### src/include/lpddr_ctl_map.svh
// Timing counts and field positions for the precharge, refresh and power block
`ifndef LPDDR_CTL_MAP_SVH
`define LPDDR_CTL_MAP_SVH
`define CLK_PERIOD_NS 4
`define NUM_BANKS 4
`define PRECHARGE_PERIOD_NS 18
`define PRECHARGE_PERIOD_CYC ((`PRECHARGE_PERIOD_NS + `CLK_PERIOD_NS - 1) / `CLK_PERIOD_NS)
`define WRITE_RECOVERY_NS 15
`define WRITE_RECOVERY_CYC ((`WRITE_RECOVERY_NS + `CLK_PERIOD_NS - 1) / `CLK_PERIOD_NS)
`define REFRESH_CYCLE_NS 110
`define REFRESH_CYCLE_CYC ((`REFRESH_CYCLE_NS + `CLK_PERIOD_NS - 1) / `CLK_PERIOD_NS)
`define SELF_REFRESH_EXIT_NS 120
`define SELF_REFRESH_EXIT_CYC ((`SELF_REFRESH_EXIT_NS + `CLK_PERIOD_NS - 1) / `CLK_PERIOD_NS)
`define POWER_DOWN_EXIT_CYC 2
`define BURST_LEN 4
`define SELF_REFRESH_TIMER_CYC 1950
`define PRECHARGE_SELECT_POS 10
`endif

### src/include/lpddr_ctl_pkg.sv
// Types for the precharge, refresh and power block
package lpddr_ctl_pkg;
  typedef enum logic [1:0] {BANK_IDLE, BANK_ACTIVE, BANK_PRECHARGING} bank_state_t;
  typedef enum logic [2:0] {
    PWR_NORMAL, PWR_PRECHARGE_DOWN, PWR_ACTIVE_DOWN, PWR_SELF_REFRESH, PWR_DEEP_DOWN, PWR_EXIT
  } power_state_t;
  typedef enum logic [3:0] {
    CMD_DESELECT, CMD_NOP, CMD_ACTIVE, CMD_READ, CMD_WRITE, CMD_PRECHARGE,
    CMD_REFRESH, CMD_BURST_TERMINATE, CMD_MODE_SET
  } command_t;
  typedef struct packed {
    logic chip_select_n;
    logic row_strobe_n;
    logic column_strobe_n;
    logic write_enable_n;
    logic [1:0] bank_select;
    logic [12:0] address;
  } command_pins_t;
  typedef struct packed {
    logic data_valid;
    logic data_mask;
    logic [15:0] data;
  } write_beat_t;
  typedef struct packed {
    logic array_write;
    logic [1:0] bank;
    logic [15:0] data;
  } array_write_t;
endpackage : lpddr_ctl_pkg

### src/logic/lpddr_ctl.sv
// Precharge, refresh and power state logic of a low power DDR device
`include "lpddr_ctl_map.svh"
module lpddr_ctl (
  input wire logic mclk,
  input wire logic resetn,
  input wire logic clock_enable,
  input wire lpddr_ctl_pkg::command_pins_t cmd_pins,
  input wire lpddr_ctl_pkg::write_beat_t write_beat,
  output lpddr_ctl_pkg::array_write_t array_write,
  output logic [12:0] refresh_row,
  output logic refresh_strobe,
  output logic [`NUM_BANKS-1:0] bank_open,
  output logic [`NUM_BANKS-1:0] bank_precharging,
  output logic input_buffers_on,
  output logic array_lost,
  output logic clock_stop_ok,
  output lpddr_ctl_pkg::power_state_t power_state
);

  // ----------------------------------------
  // Input synchronisers
  // ----------------------------------------
  typedef struct packed {
    logic cke_meta;
    logic cke;
    lpddr_ctl_pkg::command_pins_t cmd_meta;
    lpddr_ctl_pkg::command_pins_t cmd;
    lpddr_ctl_pkg::write_beat_t beat_meta;
    lpddr_ctl_pkg::write_beat_t beat;
  } sync_t;

  typedef struct packed {
    lpddr_ctl_pkg::bank_state_t [`NUM_BANKS-1:0] bank;
    logic [`NUM_BANKS-1:0][7:0] bank_timer;
    logic [`NUM_BANKS-1:0] auto_pending;
    logic [7:0] burst_left;
    logic [1:0] burst_bank;
    logic burst_is_write;
    logic write_cut;
    lpddr_ctl_pkg::power_state_t pwr;
    logic [15:0] pwr_timer;
    logic [15:0] sr_timer;
    logic [12:0] refresh_row;
    logic refresh_strobe;
    lpddr_ctl_pkg::array_write_t array_write;
    logic array_lost;
    logic cke_prev;
  } state_t;

  sync_t sync_q;
  state_t state_q, state_d;
  lpddr_ctl_pkg::command_t cmd;
  logic [1:0] sel_bank;
  logic all_sel;
  logic all_idle;

  always_ff @(posedge mclk or negedge resetn) begin
    if (!resetn) begin
      sync_q <= '0;
    end else begin
      sync_q.cke_meta <= clock_enable;
      sync_q.cke <= sync_q.cke_meta;
      sync_q.cmd_meta <= cmd_pins;
      sync_q.cmd <= sync_q.cmd_meta;
      sync_q.beat_meta <= write_beat;
      sync_q.beat <= sync_q.beat_meta;
    end
  end

  // ----------------------------------------
  // Command decode
  // ----------------------------------------
  always_comb begin
    cmd = lpddr_ctl_pkg::CMD_NOP;
    if (sync_q.cmd.chip_select_n) begin
      cmd = lpddr_ctl_pkg::CMD_DESELECT;
    end else begin
      case ({sync_q.cmd.row_strobe_n, sync_q.cmd.column_strobe_n, sync_q.cmd.write_enable_n})
        3'b011: cmd = lpddr_ctl_pkg::CMD_ACTIVE;
        3'b101: cmd = lpddr_ctl_pkg::CMD_READ;
        3'b100: cmd = lpddr_ctl_pkg::CMD_WRITE;
        3'b010: cmd = lpddr_ctl_pkg::CMD_PRECHARGE;
        3'b001: cmd = lpddr_ctl_pkg::CMD_REFRESH;
        3'b110: cmd = lpddr_ctl_pkg::CMD_BURST_TERMINATE;
        3'b000: cmd = lpddr_ctl_pkg::CMD_MODE_SET;
        default: cmd = lpddr_ctl_pkg::CMD_NOP;
      endcase
    end
  end

  assign sel_bank = sync_q.cmd.bank_select;
  assign all_sel = sync_q.cmd.address[`PRECHARGE_SELECT_POS];

  always_comb begin
    all_idle = 1'b1;
    for (int b = 0; b < `NUM_BANKS; b++) begin
      if (state_q.bank[b] != lpddr_ctl_pkg::BANK_IDLE) begin
        all_idle = 1'b0;
      end
    end
  end

  // ----------------------------------------
  // Next state
  // ----------------------------------------
  always_comb begin
    state_d = state_q;
    state_d.refresh_strobe = 1'b0;
    state_d.array_write = '0;
    state_d.cke_prev = sync_q.cke;

    for (int b = 0; b < `NUM_BANKS; b++) begin
      if (state_q.bank[b] == lpddr_ctl_pkg::BANK_PRECHARGING) begin
        if (state_q.bank_timer[b] <= 8'h01) begin
          state_d.bank[b] = lpddr_ctl_pkg::BANK_IDLE;
          state_d.bank_timer[b] = 8'h00;
        end else begin
          state_d.bank_timer[b] = state_q.bank_timer[b] - 8'h01;
        end
      end
    end

    // Burst progress and data capture
    if (state_q.burst_left != 8'h00) begin
      state_d.burst_left = state_q.burst_left - 8'h01;
      if (state_q.burst_is_write && !state_q.write_cut && sync_q.beat.data_valid &&
          !sync_q.beat.data_mask) begin
        state_d.array_write.array_write = 1'b1;
        state_d.array_write.bank = state_q.burst_bank;
        state_d.array_write.data = sync_q.beat.data;
      end
      if (state_q.burst_left == 8'h01 && state_q.auto_pending[state_q.burst_bank]) begin
        state_d.auto_pending[state_q.burst_bank] = 1'b0;
        state_d.bank[state_q.burst_bank] = lpddr_ctl_pkg::BANK_PRECHARGING;
        state_d.bank_timer[state_q.burst_bank] = 8'(`PRECHARGE_PERIOD_CYC);
      end
    end

    case (state_q.pwr)
      lpddr_ctl_pkg::PWR_NORMAL: begin
        if (!sync_q.cke && state_q.cke_prev) begin
          if (cmd == lpddr_ctl_pkg::CMD_REFRESH && all_idle) begin
            state_d.pwr = lpddr_ctl_pkg::PWR_SELF_REFRESH;
            state_d.pwr_timer = 16'(`REFRESH_CYCLE_CYC);
            state_d.sr_timer = 16'(`SELF_REFRESH_TIMER_CYC);
          end else if (cmd == lpddr_ctl_pkg::CMD_BURST_TERMINATE && all_idle &&
                       state_q.burst_left == 8'h00) begin
            state_d.pwr = lpddr_ctl_pkg::PWR_DEEP_DOWN;
            state_d.array_lost = 1'b1;
          end else if (state_q.burst_left == 8'h00) begin
            state_d.pwr = (bank_open != '0) ? lpddr_ctl_pkg::PWR_ACTIVE_DOWN :
                                              lpddr_ctl_pkg::PWR_PRECHARGE_DOWN;
          end
        end else if (sync_q.cke) begin
          case (cmd)
            lpddr_ctl_pkg::CMD_ACTIVE: begin
              if (state_q.bank[sel_bank] == lpddr_ctl_pkg::BANK_IDLE) begin
                state_d.bank[sel_bank] = lpddr_ctl_pkg::BANK_ACTIVE;
                state_d.array_lost = 1'b0;
              end
            end
            lpddr_ctl_pkg::CMD_READ, lpddr_ctl_pkg::CMD_WRITE: begin
              state_d.burst_left = 8'(`BURST_LEN / 2);
              state_d.burst_bank = sel_bank;
              state_d.burst_is_write = (cmd == lpddr_ctl_pkg::CMD_WRITE);
              state_d.write_cut = 1'b0;
              if (cmd == lpddr_ctl_pkg::CMD_READ && state_q.burst_is_write) begin
                state_d.write_cut = 1'b1;
              end
              state_d.auto_pending[sel_bank] = all_sel;
            end
            lpddr_ctl_pkg::CMD_PRECHARGE: begin
              for (int b = 0; b < `NUM_BANKS; b++) begin
                if ((all_sel || sel_bank == 2'(b)) &&
                    state_q.bank[b] == lpddr_ctl_pkg::BANK_ACTIVE) begin
                  state_d.bank[b] = lpddr_ctl_pkg::BANK_PRECHARGING;
                  state_d.bank_timer[b] = 8'(`PRECHARGE_PERIOD_CYC);
                  state_d.auto_pending[b] = 1'b0;
                  if (state_q.burst_is_write && state_q.burst_bank == 2'(b)) begin
                    state_d.write_cut = 1'b1;
                  end
                end
              end
            end
            lpddr_ctl_pkg::CMD_REFRESH: begin
              state_d.refresh_row = state_q.refresh_row + 13'h0001;
              state_d.refresh_strobe = 1'b1;
            end
            default: begin
            end
          endcase
        end
      end
      lpddr_ctl_pkg::PWR_PRECHARGE_DOWN, lpddr_ctl_pkg::PWR_ACTIVE_DOWN: begin
        if (sync_q.cke && (cmd == lpddr_ctl_pkg::CMD_NOP ||
                           cmd == lpddr_ctl_pkg::CMD_DESELECT)) begin
          state_d.pwr = lpddr_ctl_pkg::PWR_EXIT;
          state_d.pwr_timer = 16'(`POWER_DOWN_EXIT_CYC);
        end
      end
      lpddr_ctl_pkg::PWR_SELF_REFRESH: begin
        if (state_q.pwr_timer != 16'h0000) begin
          state_d.pwr_timer = state_q.pwr_timer - 16'h0001;
        end
        if (state_q.sr_timer == 16'h0000) begin
          state_d.sr_timer = 16'(`SELF_REFRESH_TIMER_CYC);
          state_d.refresh_row = state_q.refresh_row + 13'h0001;
          state_d.refresh_strobe = 1'b1;
        end else begin
          state_d.sr_timer = state_q.sr_timer - 16'h0001;
        end
        if (sync_q.cke && state_q.pwr_timer == 16'h0000) begin
          state_d.pwr = lpddr_ctl_pkg::PWR_EXIT;
          state_d.pwr_timer = 16'(`SELF_REFRESH_EXIT_CYC);
        end
      end
      lpddr_ctl_pkg::PWR_DEEP_DOWN: begin
        if (sync_q.cke) begin
          state_d.pwr = lpddr_ctl_pkg::PWR_NORMAL;
          for (int b = 0; b < `NUM_BANKS; b++) begin
            state_d.bank[b] = lpddr_ctl_pkg::BANK_IDLE;
          end
        end
      end
      lpddr_ctl_pkg::PWR_EXIT: begin
        if (state_q.pwr_timer <= 16'h0001) begin
          state_d.pwr = lpddr_ctl_pkg::PWR_NORMAL;
          state_d.pwr_timer = 16'h0000;
        end else begin
          state_d.pwr_timer = state_q.pwr_timer - 16'h0001;
        end
      end
      default: begin
        state_d.pwr = lpddr_ctl_pkg::PWR_NORMAL;
      end
    endcase
  end

  always_ff @(posedge mclk or negedge resetn) begin
    if (!resetn) begin
      state_q <= '0;
    end else begin
      state_q <= state_d;
    end
  end

  // ----------------------------------------
  // Outputs
  // ----------------------------------------
  assign array_write = state_q.array_write;
  assign refresh_row = state_q.refresh_row;
  assign refresh_strobe = state_q.refresh_strobe;
  assign power_state = state_q.pwr;
  assign array_lost = state_q.array_lost;

  genvar g;
  generate
    for (g = 0; g < `NUM_BANKS; g++) begin : g_bank
      assign bank_open[g] = (state_q.bank[g] == lpddr_ctl_pkg::BANK_ACTIVE);
      assign bank_precharging[g] = (state_q.bank[g] == lpddr_ctl_pkg::BANK_PRECHARGING);
    end
  endgenerate

  assign input_buffers_on = (state_q.pwr == lpddr_ctl_pkg::PWR_NORMAL) ||
                            (state_q.pwr == lpddr_ctl_pkg::PWR_EXIT);
  assign clock_stop_ok = (state_q.pwr == lpddr_ctl_pkg::PWR_NORMAL) && sync_q.cke &&
                         (state_q.burst_left == 8'h00) && (bank_precharging == '0);

endmodule : lpddr_ctl

### config.mk
export PLATFORM = sky130hd
export DESIGN_NAME = lpddr_ctl
export DESIGN_NICKNAME = d
export VERILOG_FILES = /design/src/include/lpddr_ctl_pkg.sv /design/src/logic/lpddr_ctl.sv
export VERILOG_INCLUDE_DIRS = /design/src /design/src/include
export SDC_FILE = /design/constraint.sdc
export NUM_CORES = 1
export LEC_CHECK = 0
export ABC_AREA = 0
export ABC_CLOCK_PERIOD_IN_PS = 3000
export BUFFER_PORTS_ARGS = -buffer_cell sky130_fd_sc_hd__buf_2
export CAP_MARGIN = 10
export CORE_MARGIN = 2
export CORE_UTILIZATION = 23
export CTS_CLUSTER_DIAMETER = 100
export DETAILED_ROUTE_END_ITERATION = 8
export PLACE_DENSITY = 0.34
export SYNTH_ARGS = -nofsm -noshare
export SYNTH_HDL_FRONTEND = slang
export SYNTH_SLANG_ARGS = --single-unit
### constraint.sdc
create_clock -name mclk -period 3 [get_ports mclk]
set_input_delay 0.15 -clock mclk [delete_from_list [all_inputs] [get_ports mclk]]
set_output_delay 0.15 -clock mclk [all_outputs]
set_load 0.03 [all_outputs]
==> results of run 1 <==
layer usage:
| layer | up-vias | track usage [%] | share of wire, % |
|---|---|---|---|
| li1 | 2982 | - | - |
| met1 | 2938 | 16.3 | 51 |
| met2 | 87 | 17.9 | 46 |
| met3 | 15 | 2.21 | 2.5 |
| met4 | 0 | 3.31 | 1.1 |
| met5 | - | 0 | 0 |
flip-flops by register name (all words and copies together), names as in the netlist:
name            cells
refresh_strobe      1
sync_q             48
all_sel             1
array_lost          1
power_state         3
sel_bank            2
state_q            89
state_d             1
refresh_row        13
array_write        19
synthesized netlist by cell type (all sizes together), types with 4 or more instances:
cell | instances | area (um^2)
a21oi | 27 | 135
a21o | 5 | 38.8
nand2 | 65 | 244
and2 | 5 | 31.3
clkbuf | 21 | 119
o211ai | 6 | 45.0
or3 | 13 | 86.3
nand3b | 4 | 33.8
xnor2 | 39 | 342
nor4 | 23 | 144
and3 | 23 | 146
or4 | 10 | 78.8
nand4 | 13 | 81.3
o21ai | 55 | 275
nor2b | 7 | 43.8
dfrtp | 178 | 4450
a22o | 5 | 43.8
or2 | 4 | 25.0
buf | 36 | 274
nand2b | 12 | 75.1
a211oi | 4 | 30.0
o31ai | 4 | 30.0
nor3 | 33 | 165
a22oi | 4 | 30.0
ha | 14 | 175
nor2 | 84 | 315
a31oi | 10 | 62.6
nand3 | 12 | 60.1
inv | 25 | 93.8
xor2 | 14 | 123
mux2 | 4 | 56.3
stage by stage:
stage | utilization [%] | setup WS, ps | instance area, um^2 | power [uW]
CTS | 28.0 | 81.4 | 9950 | 8220
detailed placement | 25.6 | 230 | 9090 | 5850
global route | 28.0 | 39.6 | 9950 | 8690
floorplan | - | 409 | 8290 | 5210
finish | 28.0 | 162 | 9950 | 8060
global placement | 25.6 | 241 | 9090 | 5870
worst paths after layout:
kind / from / end
max: state_q[76]$_DFF_PN0_ / clock_stop_ok
min: resetn / state_q[56]$_DFFE_PN0P_
max reg2reg: state_q[76]$_DFF_PN0_ / power_state[0]$_DFFE_PN0P_
min reg2reg: sync_q[23]$_DFF_PN0_ / sync_q[5]$_DFF_PN0_
max in group asynchronous: resetn / array_write[2]$_DFF_PN0_
min in group mclk: sync_q[23]$_DFF_PN0_ / sync_q[5]$_DFF_PN0_
logic make-up after synthesis:
family | share of synthesized area, %
and+or+nand+nor | 20.4
DFF | 53.7
AOI/OAI and AO/OA | 10.6
buffers and inverters | 6.26
xor gates and xnor gates | 5.60
adders and majority gates | 2.11
muxes | 1.22
layout make-up:
| class | count | share of cell area (%) |
|---|---|---|
| inverter | 25 | 0.943 |
| multi-input combinational | 540 | 33.5 |
| tap | 461 | 5.80 |
| timing repair buffer | 133 | 9.19 |
| sequential | 178 | 44.8 |
| clock buffer | 20 | 4.59 |
| clock inverter | 12 | 1.26 |
layout by cell type, fill, tap and decap left out, types with 13 or more instances in the layout:
cell type      count
a21oi_1           27
and3_1            21
buf_2             73
buf_4             30
clkbuf_16         17
dfrtp_1          178
dlygate4sd3_1     27
ha_1              14
inv_1             25
nand2_1           65
nand4_1           13
nor2_1            83
nor3_1            32
nor4_1            23
o21ai_0           53
xnor2_1           39
xor2_1            14
worst max-delay path, stage by stage (launching register included):
cell and delay [ps]:
dfrtp_1 420, or4_4 570, or4b_4 550, buf_4 260, nor3_2 220, buf_2 230
report_power, final:
part	switching, uW	internal [uW]	total, uW
registers	492	2850	3350
clock network	1040	1210	2250
logic	1440	1020	2470
total	2970	5090	8060
what timing repair did:
item	in CTS	in global routing
hold buffers	27	0
hold endpoints to repair	91	0
buffers inserted	0	0
resized for setup	1	1
endpoints found under the setup margin	1	1
==> metrics.txt, run 1 <==
Distinct cells, synth=70; vias in the first global route=about 6200; Setup TNS=0 ps; chip height=194 um; PwrDens=between 800 and 900 nW/um^2; TritonCTS Buffers=17; first-pass GRT wire length=approximately 35000 um; layout cells sized above 1=between 10% and 20%; die area=approximately 38000 um^2; largest net degree at the start of global routing=68; Clock Pin Slew Worst Setup and Hold Paths=~70 ps; Synth Net Count=855; R2R setup slack=roughly 330 ps; Finished Layout Cells=between 1000 and 1500; antenna violations before repair=0; Remaining DRCs=0; Critical Path Fanout Max=25; I/O pins=between 80 and 90; initial core utilization=a little under a quarter; Max-Cap Viols=0; vias per inst=~4.4; Overall Global Routing Usage=a little under an eighth; core area=approximately 36000 um^2; ys async rst share=100%; Clock Skew=roughly 11 ps; fin crit period=2840 ps; # diodes=0; WP data arrival=about 2700 ps; flops & latches, synth=between 150 and 200; Relative slew margins=roughly 55%; HP Class=in2async; Post-DP HPWL=~14000 um; 1st-iter DRT viols=a little over 400; CTS max path bufs=2; Fin. Hold Viols=0; CP Capture Type=output pin; die width=just under 200 um; post-placement cell count=1310; DRT Pass-1 Iters=4; Reg2Reg Depth=6; Clk Latency, worst-skew pair=around 440 ps; num rows=roughly 70; hold slack=a little under 300 ps; CTS tree=built; RSZ-0062 raised after global routing=no; nets=around 950; max-slew violation count=0; WP data required=~2900 ps; register area share after synthesis=between 50% and 60%; Leak=between 0.004 and 0.005 uW; synthesized cell area=8290 um^2; crit share post-route=between 90% and 100%; status=complete, no violations; Worst-Margin Slew=between 600 and 700 ps; final setup vio count=0; DRT antenna net count=0; Vias=between 6000 and 7000; area of the multi-input gates=roughly 3300 um^2; number of flops mapped to enable cells by yosys=0; clock sink total=around 180; CP Launch Type=flop; top_reg_cell synth=dfrtp_1; H-tree depth=4; YS warnings=0; peak supply drop=345 uV; register area=~4500 um^2; Peak Freq=352 MHz; Post-Route WL=20800 um; routed wire length per instance=~15 um; Fill cells=~3800; Synth Instances=approximately 800; IO buf count=between 70 and 80; critical path class=reg2out; Avg Synthesized Cell Area=slightly above 10 um^2; root buf cell=clkbuf_16; gp weighted congestion=0.763; Layout area overhead=20.0%; Overflow after GRT=0
No activity file was read; power rests on OpenSTA's default activity.
==> inputs of run 2 (changes only) <==
- BUFFER_PORTS_ARGS: -buffer_cell sky130_fd_sc_hd__buf_2 -> unset
- CORE_UTILIZATION: 23 -> 47
- DONT_BUFFER_PORTS: unset -> 1
- PLACE_DENSITY: 0.34 -> 0.58
==> run 2 against run 1 <==
The flow now finishes with violations (hold timing). Die area decreased by 50%. Clock power grew 4%. Count of clock-buffer cells in the layout decreased by 3. Utilization is 26 points higher. Critical path depth did not move. Worst hold slack got worse by 890 ps. Fmax rose by 3.6%. Flip-flop and latch count unchanged. Combinational power down 8%. Via count down 2.2%. Sequential share of layout area grew 3.3 points. Total power decreased by 0.46%.
==> metrics.txt, run 2 (synthesized netlist as in run 1, its figures left out) <==
Max-Cap Viols=0 (unchanged); R2R setup slack=430 ps (+100 ps); most frequent cells in the layout=178 x dfrtp_1, 84 x nor2_1, 65 x nand2_1; worst flop-to-flop path startpoint=state_q[76]$_DFF_PN0_; Clk Latency, worst-skew pair=430 ps (about the same); Overflow after GRT=0 (unchanged); critical path class=reg2out; Setup TNS=0 ps (unchanged); PwrDens=866 nW/um^2 (+6.8%); Fill cells=1498 (-61%); reg2reg end=power_state[0]$_DFFE_PN0P_; I/O pins=87 (unchanged); crit share post-route=91.3% (-3.2 points); initial core utilization=47.9% (+25 points); Seq pwr share=42.5% (+1.0 points); IO buf count=0 (-100%); chip height=137 um (-29%); Post-Route WL=17000 um (-18%); Comb pwr share=28.4% (-2.2 points); internal power=5130 uW (+0.76%); vias in the first global route=5868 (-5.6%); root buf cell=clkbuf_16; cts hold-fix bufs=26 (-3.7%); power share of the clock group=29.1% (+1.2 points); TritonCTS Buffers=17 (unchanged); status=finished with violations; Layout area overhead=11.9%; first-pass GRT wire length=28800 um (-17%); Fin. Hold Viols=178 (+178); num rows=48 (-30%); Overall Global Routing Usage=19.5% (+8.0 points); Reg2Reg Depth=6 (unchanged); # diodes=0 (unchanged); layout cells sized above 1=10.1% (-7.7 points); Worst-Margin Slew=660 ps (-4.52 ps); DP Area=8370 um^2 (-7.9%); Peak Freq=365 MHz (+3.6%); HP Class=in2async; WP data arrival=2590 ps (-100 ps); CTS tree=built; Sw Pwr=2900 uW (-2.5%); WP data required=2850 ps (about the same); failing checks=hold timing; 1st-iter DRT viols=361 (-11%); CP Capture Type=output pin; nets=871 (-8.2%); Remaining DRCs=0 (unchanged); post-placement cell count=997 (-24%); most common cell after layout, fill and taps aside=dfrtp_1; Vias=5891 (-2.2%); routed wire length per instance=16.1 um (+6.2%); fin crit period=2740 ps (-97.3 ps); post-cts resize count=0 (-1); Post-DP HPWL=11700 um (-18%); Clock Skew=9.62 ps (-1.27 ps); Relative slew margins=55.5% (+0.30 points); Clock Pin Slew Worst Setup and Hold Paths=70 ps (about the same); final setup vio count=0 (unchanged); hold slack=-591 ps (-889 ps); H-tree depth=4 (unchanged); largest net degree at the start of global routing=179 (+160%); antenna violations before repair=0 (unchanged); Switching Fraction=36.1% (-0.77 points); clock sink total=178 (unchanged); vias per inst=5.58 (+27%); DRT antenna net count=0 (unchanged); die width=137 um (-29%); core area=17300 um^2 (-51%); max reg flops=89 (unchanged); design area=9270 um^2 (-6.8%); Critical Path Fanout Max=25 (unchanged); RSZ-0062 raised after global routing=no; CP Launch Type=flop; max-slew violation count=0 (unchanged); die area=18700 um^2 (-50%); Finished Layout Cells=1055 (-23%); CTS max path bufs=2 (unchanged); peak supply drop=652 uV (+89%); Leak=0.00423 uW (-7.8%); gp weighted congestion=0.889 (+16%); largest reg by FF count=state_q; PnR Total Power=8030 uW (-0.46%); DRT Pass-1 Iters=5 (+1)
## run 2: power groups by stage
stage	Sequential, uW	Combinational, uW	Clock [uW]
after floorplan	3220	1990	0
after global placement	3420	2180	0
after detailed placement	3440	2260	0
after CTS	3400	2290	2390
after global routing	3490	2590	2490
final	3410	2280	2330
## run 2: critical path, stage by stage, from the launching register on
cell and delay [ps]:
dfrtp_1 410, or4_4 570, or4b_4 530, buf_4 240
nor3_1 210, buf_4 200
## run 2: worst max path at each step
stage | from | to | cells after the start
2_1_floorplan | state_q[76]$_DFF_PN0_ | power_state[0]$_DFFE_PN0P_ | 6
3_3_place_gp | state_q[76]$_DFF_PN0_ | power_state[2]$_DFFE_PN0P_ | 5
3_5_place_dp | state_q[76]$_DFF_PN0_ | power_state[1]$_DFFE_PN0P_ | 5
4_1_cts | state_q[76]$_DFF_PN0_ | clock_stop_ok | 5
5_1_grt | state_q[76]$_DFF_PN0_ | clock_stop_ok | 5
6_report | state_q[76]$_DFF_PN0_ | clock_stop_ok | 5
## run 2: area by class of cell
class                           instances  area [um^2]  share of cell area, %
Multi-Input combinational cell        540         3320                   35.8
Clock inverter                         15          218                   2.35
Sequential cell                       178         4450                   48.0
Inverter                               25         93.8                   1.01
Clock buffer                           17          425                   4.59
Tap cell                              225          282                   3.04
Timing Repair Buffer                   55          478                   5.15
## run 2: through the flow
| stage | utilization [%] | setup slack, ps | hold slack (ps) |
|---|---|---|---|
| 2_1_floorplan | - | 409 | -146 |
| 3_3_place_gp | 48.4 | 446 | -139 |
| 3_5_place_dp | 48.4 | 432 | -138 |
| 4_1_cts | 53.6 | 226 | -598 |
| 5_1_grt | 53.6 | 135 | -612 |
| 6_report | 53.6 | 260 | -591 |
## run 2: what timing repair did
action                     4_1_cts  5_1_grt
setup buffers                    0        0
hold endpoints to repair       204      178
setup endpoints to repair        0        0
## run 2: per-layer routing
metal,global-route usage (%),vias up,share of wire [%]
li1,-,2815,-
met1,26.3,2906,47
met2,31.1,159,46
met3,5.56,11,5.8
met4,5.04,0,0.76
met5,0,-,0
==> inputs of run 3 (changes only) <==
- CORE_UTILIZATION: 47 -> 55
- PLACE_DENSITY: 0.58 -> 0.66
==> run 3 against run 2 <==
The flow still finishes with violations (hold timing). Clock skew hardly changed. Combinational power hardly changed. Utilization is 9.0 points higher. Critical path depth stayed put. Critical endpoint unchanged.
==> metrics.txt, run 3 (synthesized netlist as in run 1, its figures left out) <==
status=finished with violations; failing checks=hold timing; Clk Latency, worst-skew pair=430 ps (about the same); Overflow after GRT=0 (unchanged); final setup vio count=0 (unchanged); clock sink total=178 (unchanged); hold slack=-582 ps (+8.91 ps); Critical Path Fanout Max=25 (unchanged); Clock Skew=9.48 ps (-0.131 ps); Fin. Hold Viols=178 (unchanged); RSZ-0062 raised after global routing=no; max-slew violation count=0 (unchanged); Post-CTS Repair Setup Buffers=0 (unchanged); HP Class=in2async; WP data arrival=2590 ps (about the same); Critical Path Max Stage Delay=570 ps (about the same); CTS tree=built; antenna violations before repair=0 (unchanged); most common cell after layout, fill and taps aside=dfrtp_1; Post-DP HPWL=11200 um (-3.9%); die width=127 um (-7.3%); gp weighted congestion=0.919 (+3.5%); DRT Pass-1 Iters=5 (unchanged); die area=16100 um^2 (-14%); most frequent cells in the layout=178 x dfrtp_1, 84 x nor2_1, 65 x nand2_1; peak supply drop=599 uV (-8.1%); Peak Freq=365 MHz (+0.12%); Overall Global Routing Usage=21.9% (+2.4 points); Leak=0.00420 uW (-0.61%); largest reg by FF count=state_q; vias in the first global route=5842 (-0.44%); Bufs and invs on worst path=2 (unchanged); root buf cell=clkbuf_16; routed wire length per instance=16.6 um (+2.8%); # diodes=0 (unchanged); chip height=127 um (-7.3%); PwrDens=856 nW/um^2 (-1.1%); cts hold-fix bufs=26 (unchanged); Setup TNS=0 ps (unchanged); max reg flops=89 (unchanged); H-tree depth=4 (unchanged); largest net degree at the start of global routing=179 (unchanged); num rows=44 (-8.3%); Clock Pin Slew Worst Setup and Hold Paths=70 ps (about the same); CTS max path bufs=2 (unchanged); Vias=5995 (+1.8%); critical path class=reg2out; Post-Route WL=16800 um (-1.3%); layout cells sized above 1=10.0% (-0.11 points); CP top delay family=simple AND/OR/NAND/NOR gates; crit share post-route=91.2% (-0.11 points); IO buf count=0 (unchanged); CP Launch Type=flop; WP data required=2850 ps (about the same); 1st-iter DRT viols=524 (+45%); Layout area overhead=10.6%; TritonCTS Buffers=17 (unchanged); most used cell, CP=buf_4; Remaining DRCs=0 (unchanged); Relative slew margins=49.2% (-6.4 points); initial core utilization=56.6% (+8.7 points); vias per inst=5.92 (+6.0%); Max-Cap Viols=0 (unchanged); slowest stage cell, crit path=or4_4; post-cts resize count=0 (unchanged); fin crit period=2740 ps (-3.17 ps); I/O pins=87 (unchanged); CP Capture Type=output pin; first-pass GRT wire length=28300 um (-1.8%); core area=14600 um^2 (-15%); CP cell instances=or4_4 -> or4b_4 -> buf_4 -> nor3_1 -> buf_4; Worst-Margin Slew=761 ps (+101 ps); nets=871 (unchanged); DRT antenna net count=0 (unchanged)
-- run 3: layout make-up --
type	count	area (um^2)
clock buffers	18	439
clock inverters	13	149
fillers	1173	5480
inverters	25	93.8
multi-input cells	540	3320
flip-flops and latches	178	4450
well taps	184	230
repair buffers	55	478
-- run 3: power by group --
| part | leakage, uW | internal, uW | switching (uW) | total [uW] |
|---|---|---|---|---|
| Sequential | 0.00230 | 2850 | 542 | 3400 |
| Clock | 0.000289 | 1190 | 980 | 2170 |
| Combinational | 0.00161 | 984 | 1300 | 2280 |
-- run 3: final timing paths --
kind / start / to / slack, ps / cells after the start
max: state_q[76]$_DFF_PN0_ / clock_stop_ok / 260 / 5
min: resetn / state_q[99]$_DFF_PN0_ / -580 / 0
max reg2reg: state_q[76]$_DFF_PN0_ / power_state[0]$_DFFE_PN0P_ / 410 / 6
min reg2reg: sync_q[65]$_DFF_PN0_ / all_sel$_DFF_PN0_ / 350 / 0
max in group asynchronous: resetn / state_q[52]$_DFFE_PN0P_ / 3300 / 0
min in group mclk: write_beat[7] / sync_q[25]$_DFF_PN0_ / 270 / 1
-- run 3: per-stage QoR --
stage / setup slack [ps] / instance area (um^2) / cells / util (%) / power (uW)
after floorplan: 409 / 8290 / 801 / - / 5210
after global placement: 437 / 8320 / 956 / 56.8 / 5570
after detailed placement: 423 / 8320 / 956 / 56.8 / 5660
after CTS: 225 / 9170 / 1013 / 62.6 / 7890
after global routing: 171 / 9170 / 1013 / 62.6 / 8360
final: 263 / 9170 / 1013 / 62.6 / 7850
-- run 3: per-layer routing --
| layer | track usage, % | routed length, um |
|---|---|---|
| met1 | 29.7 | 7690 |
| met4 | 7.82 | 306 |
| met2 | 33.5 | 7780 |
| met5 | 0 | 0 |
| met3 | 6.79 | 1000 |
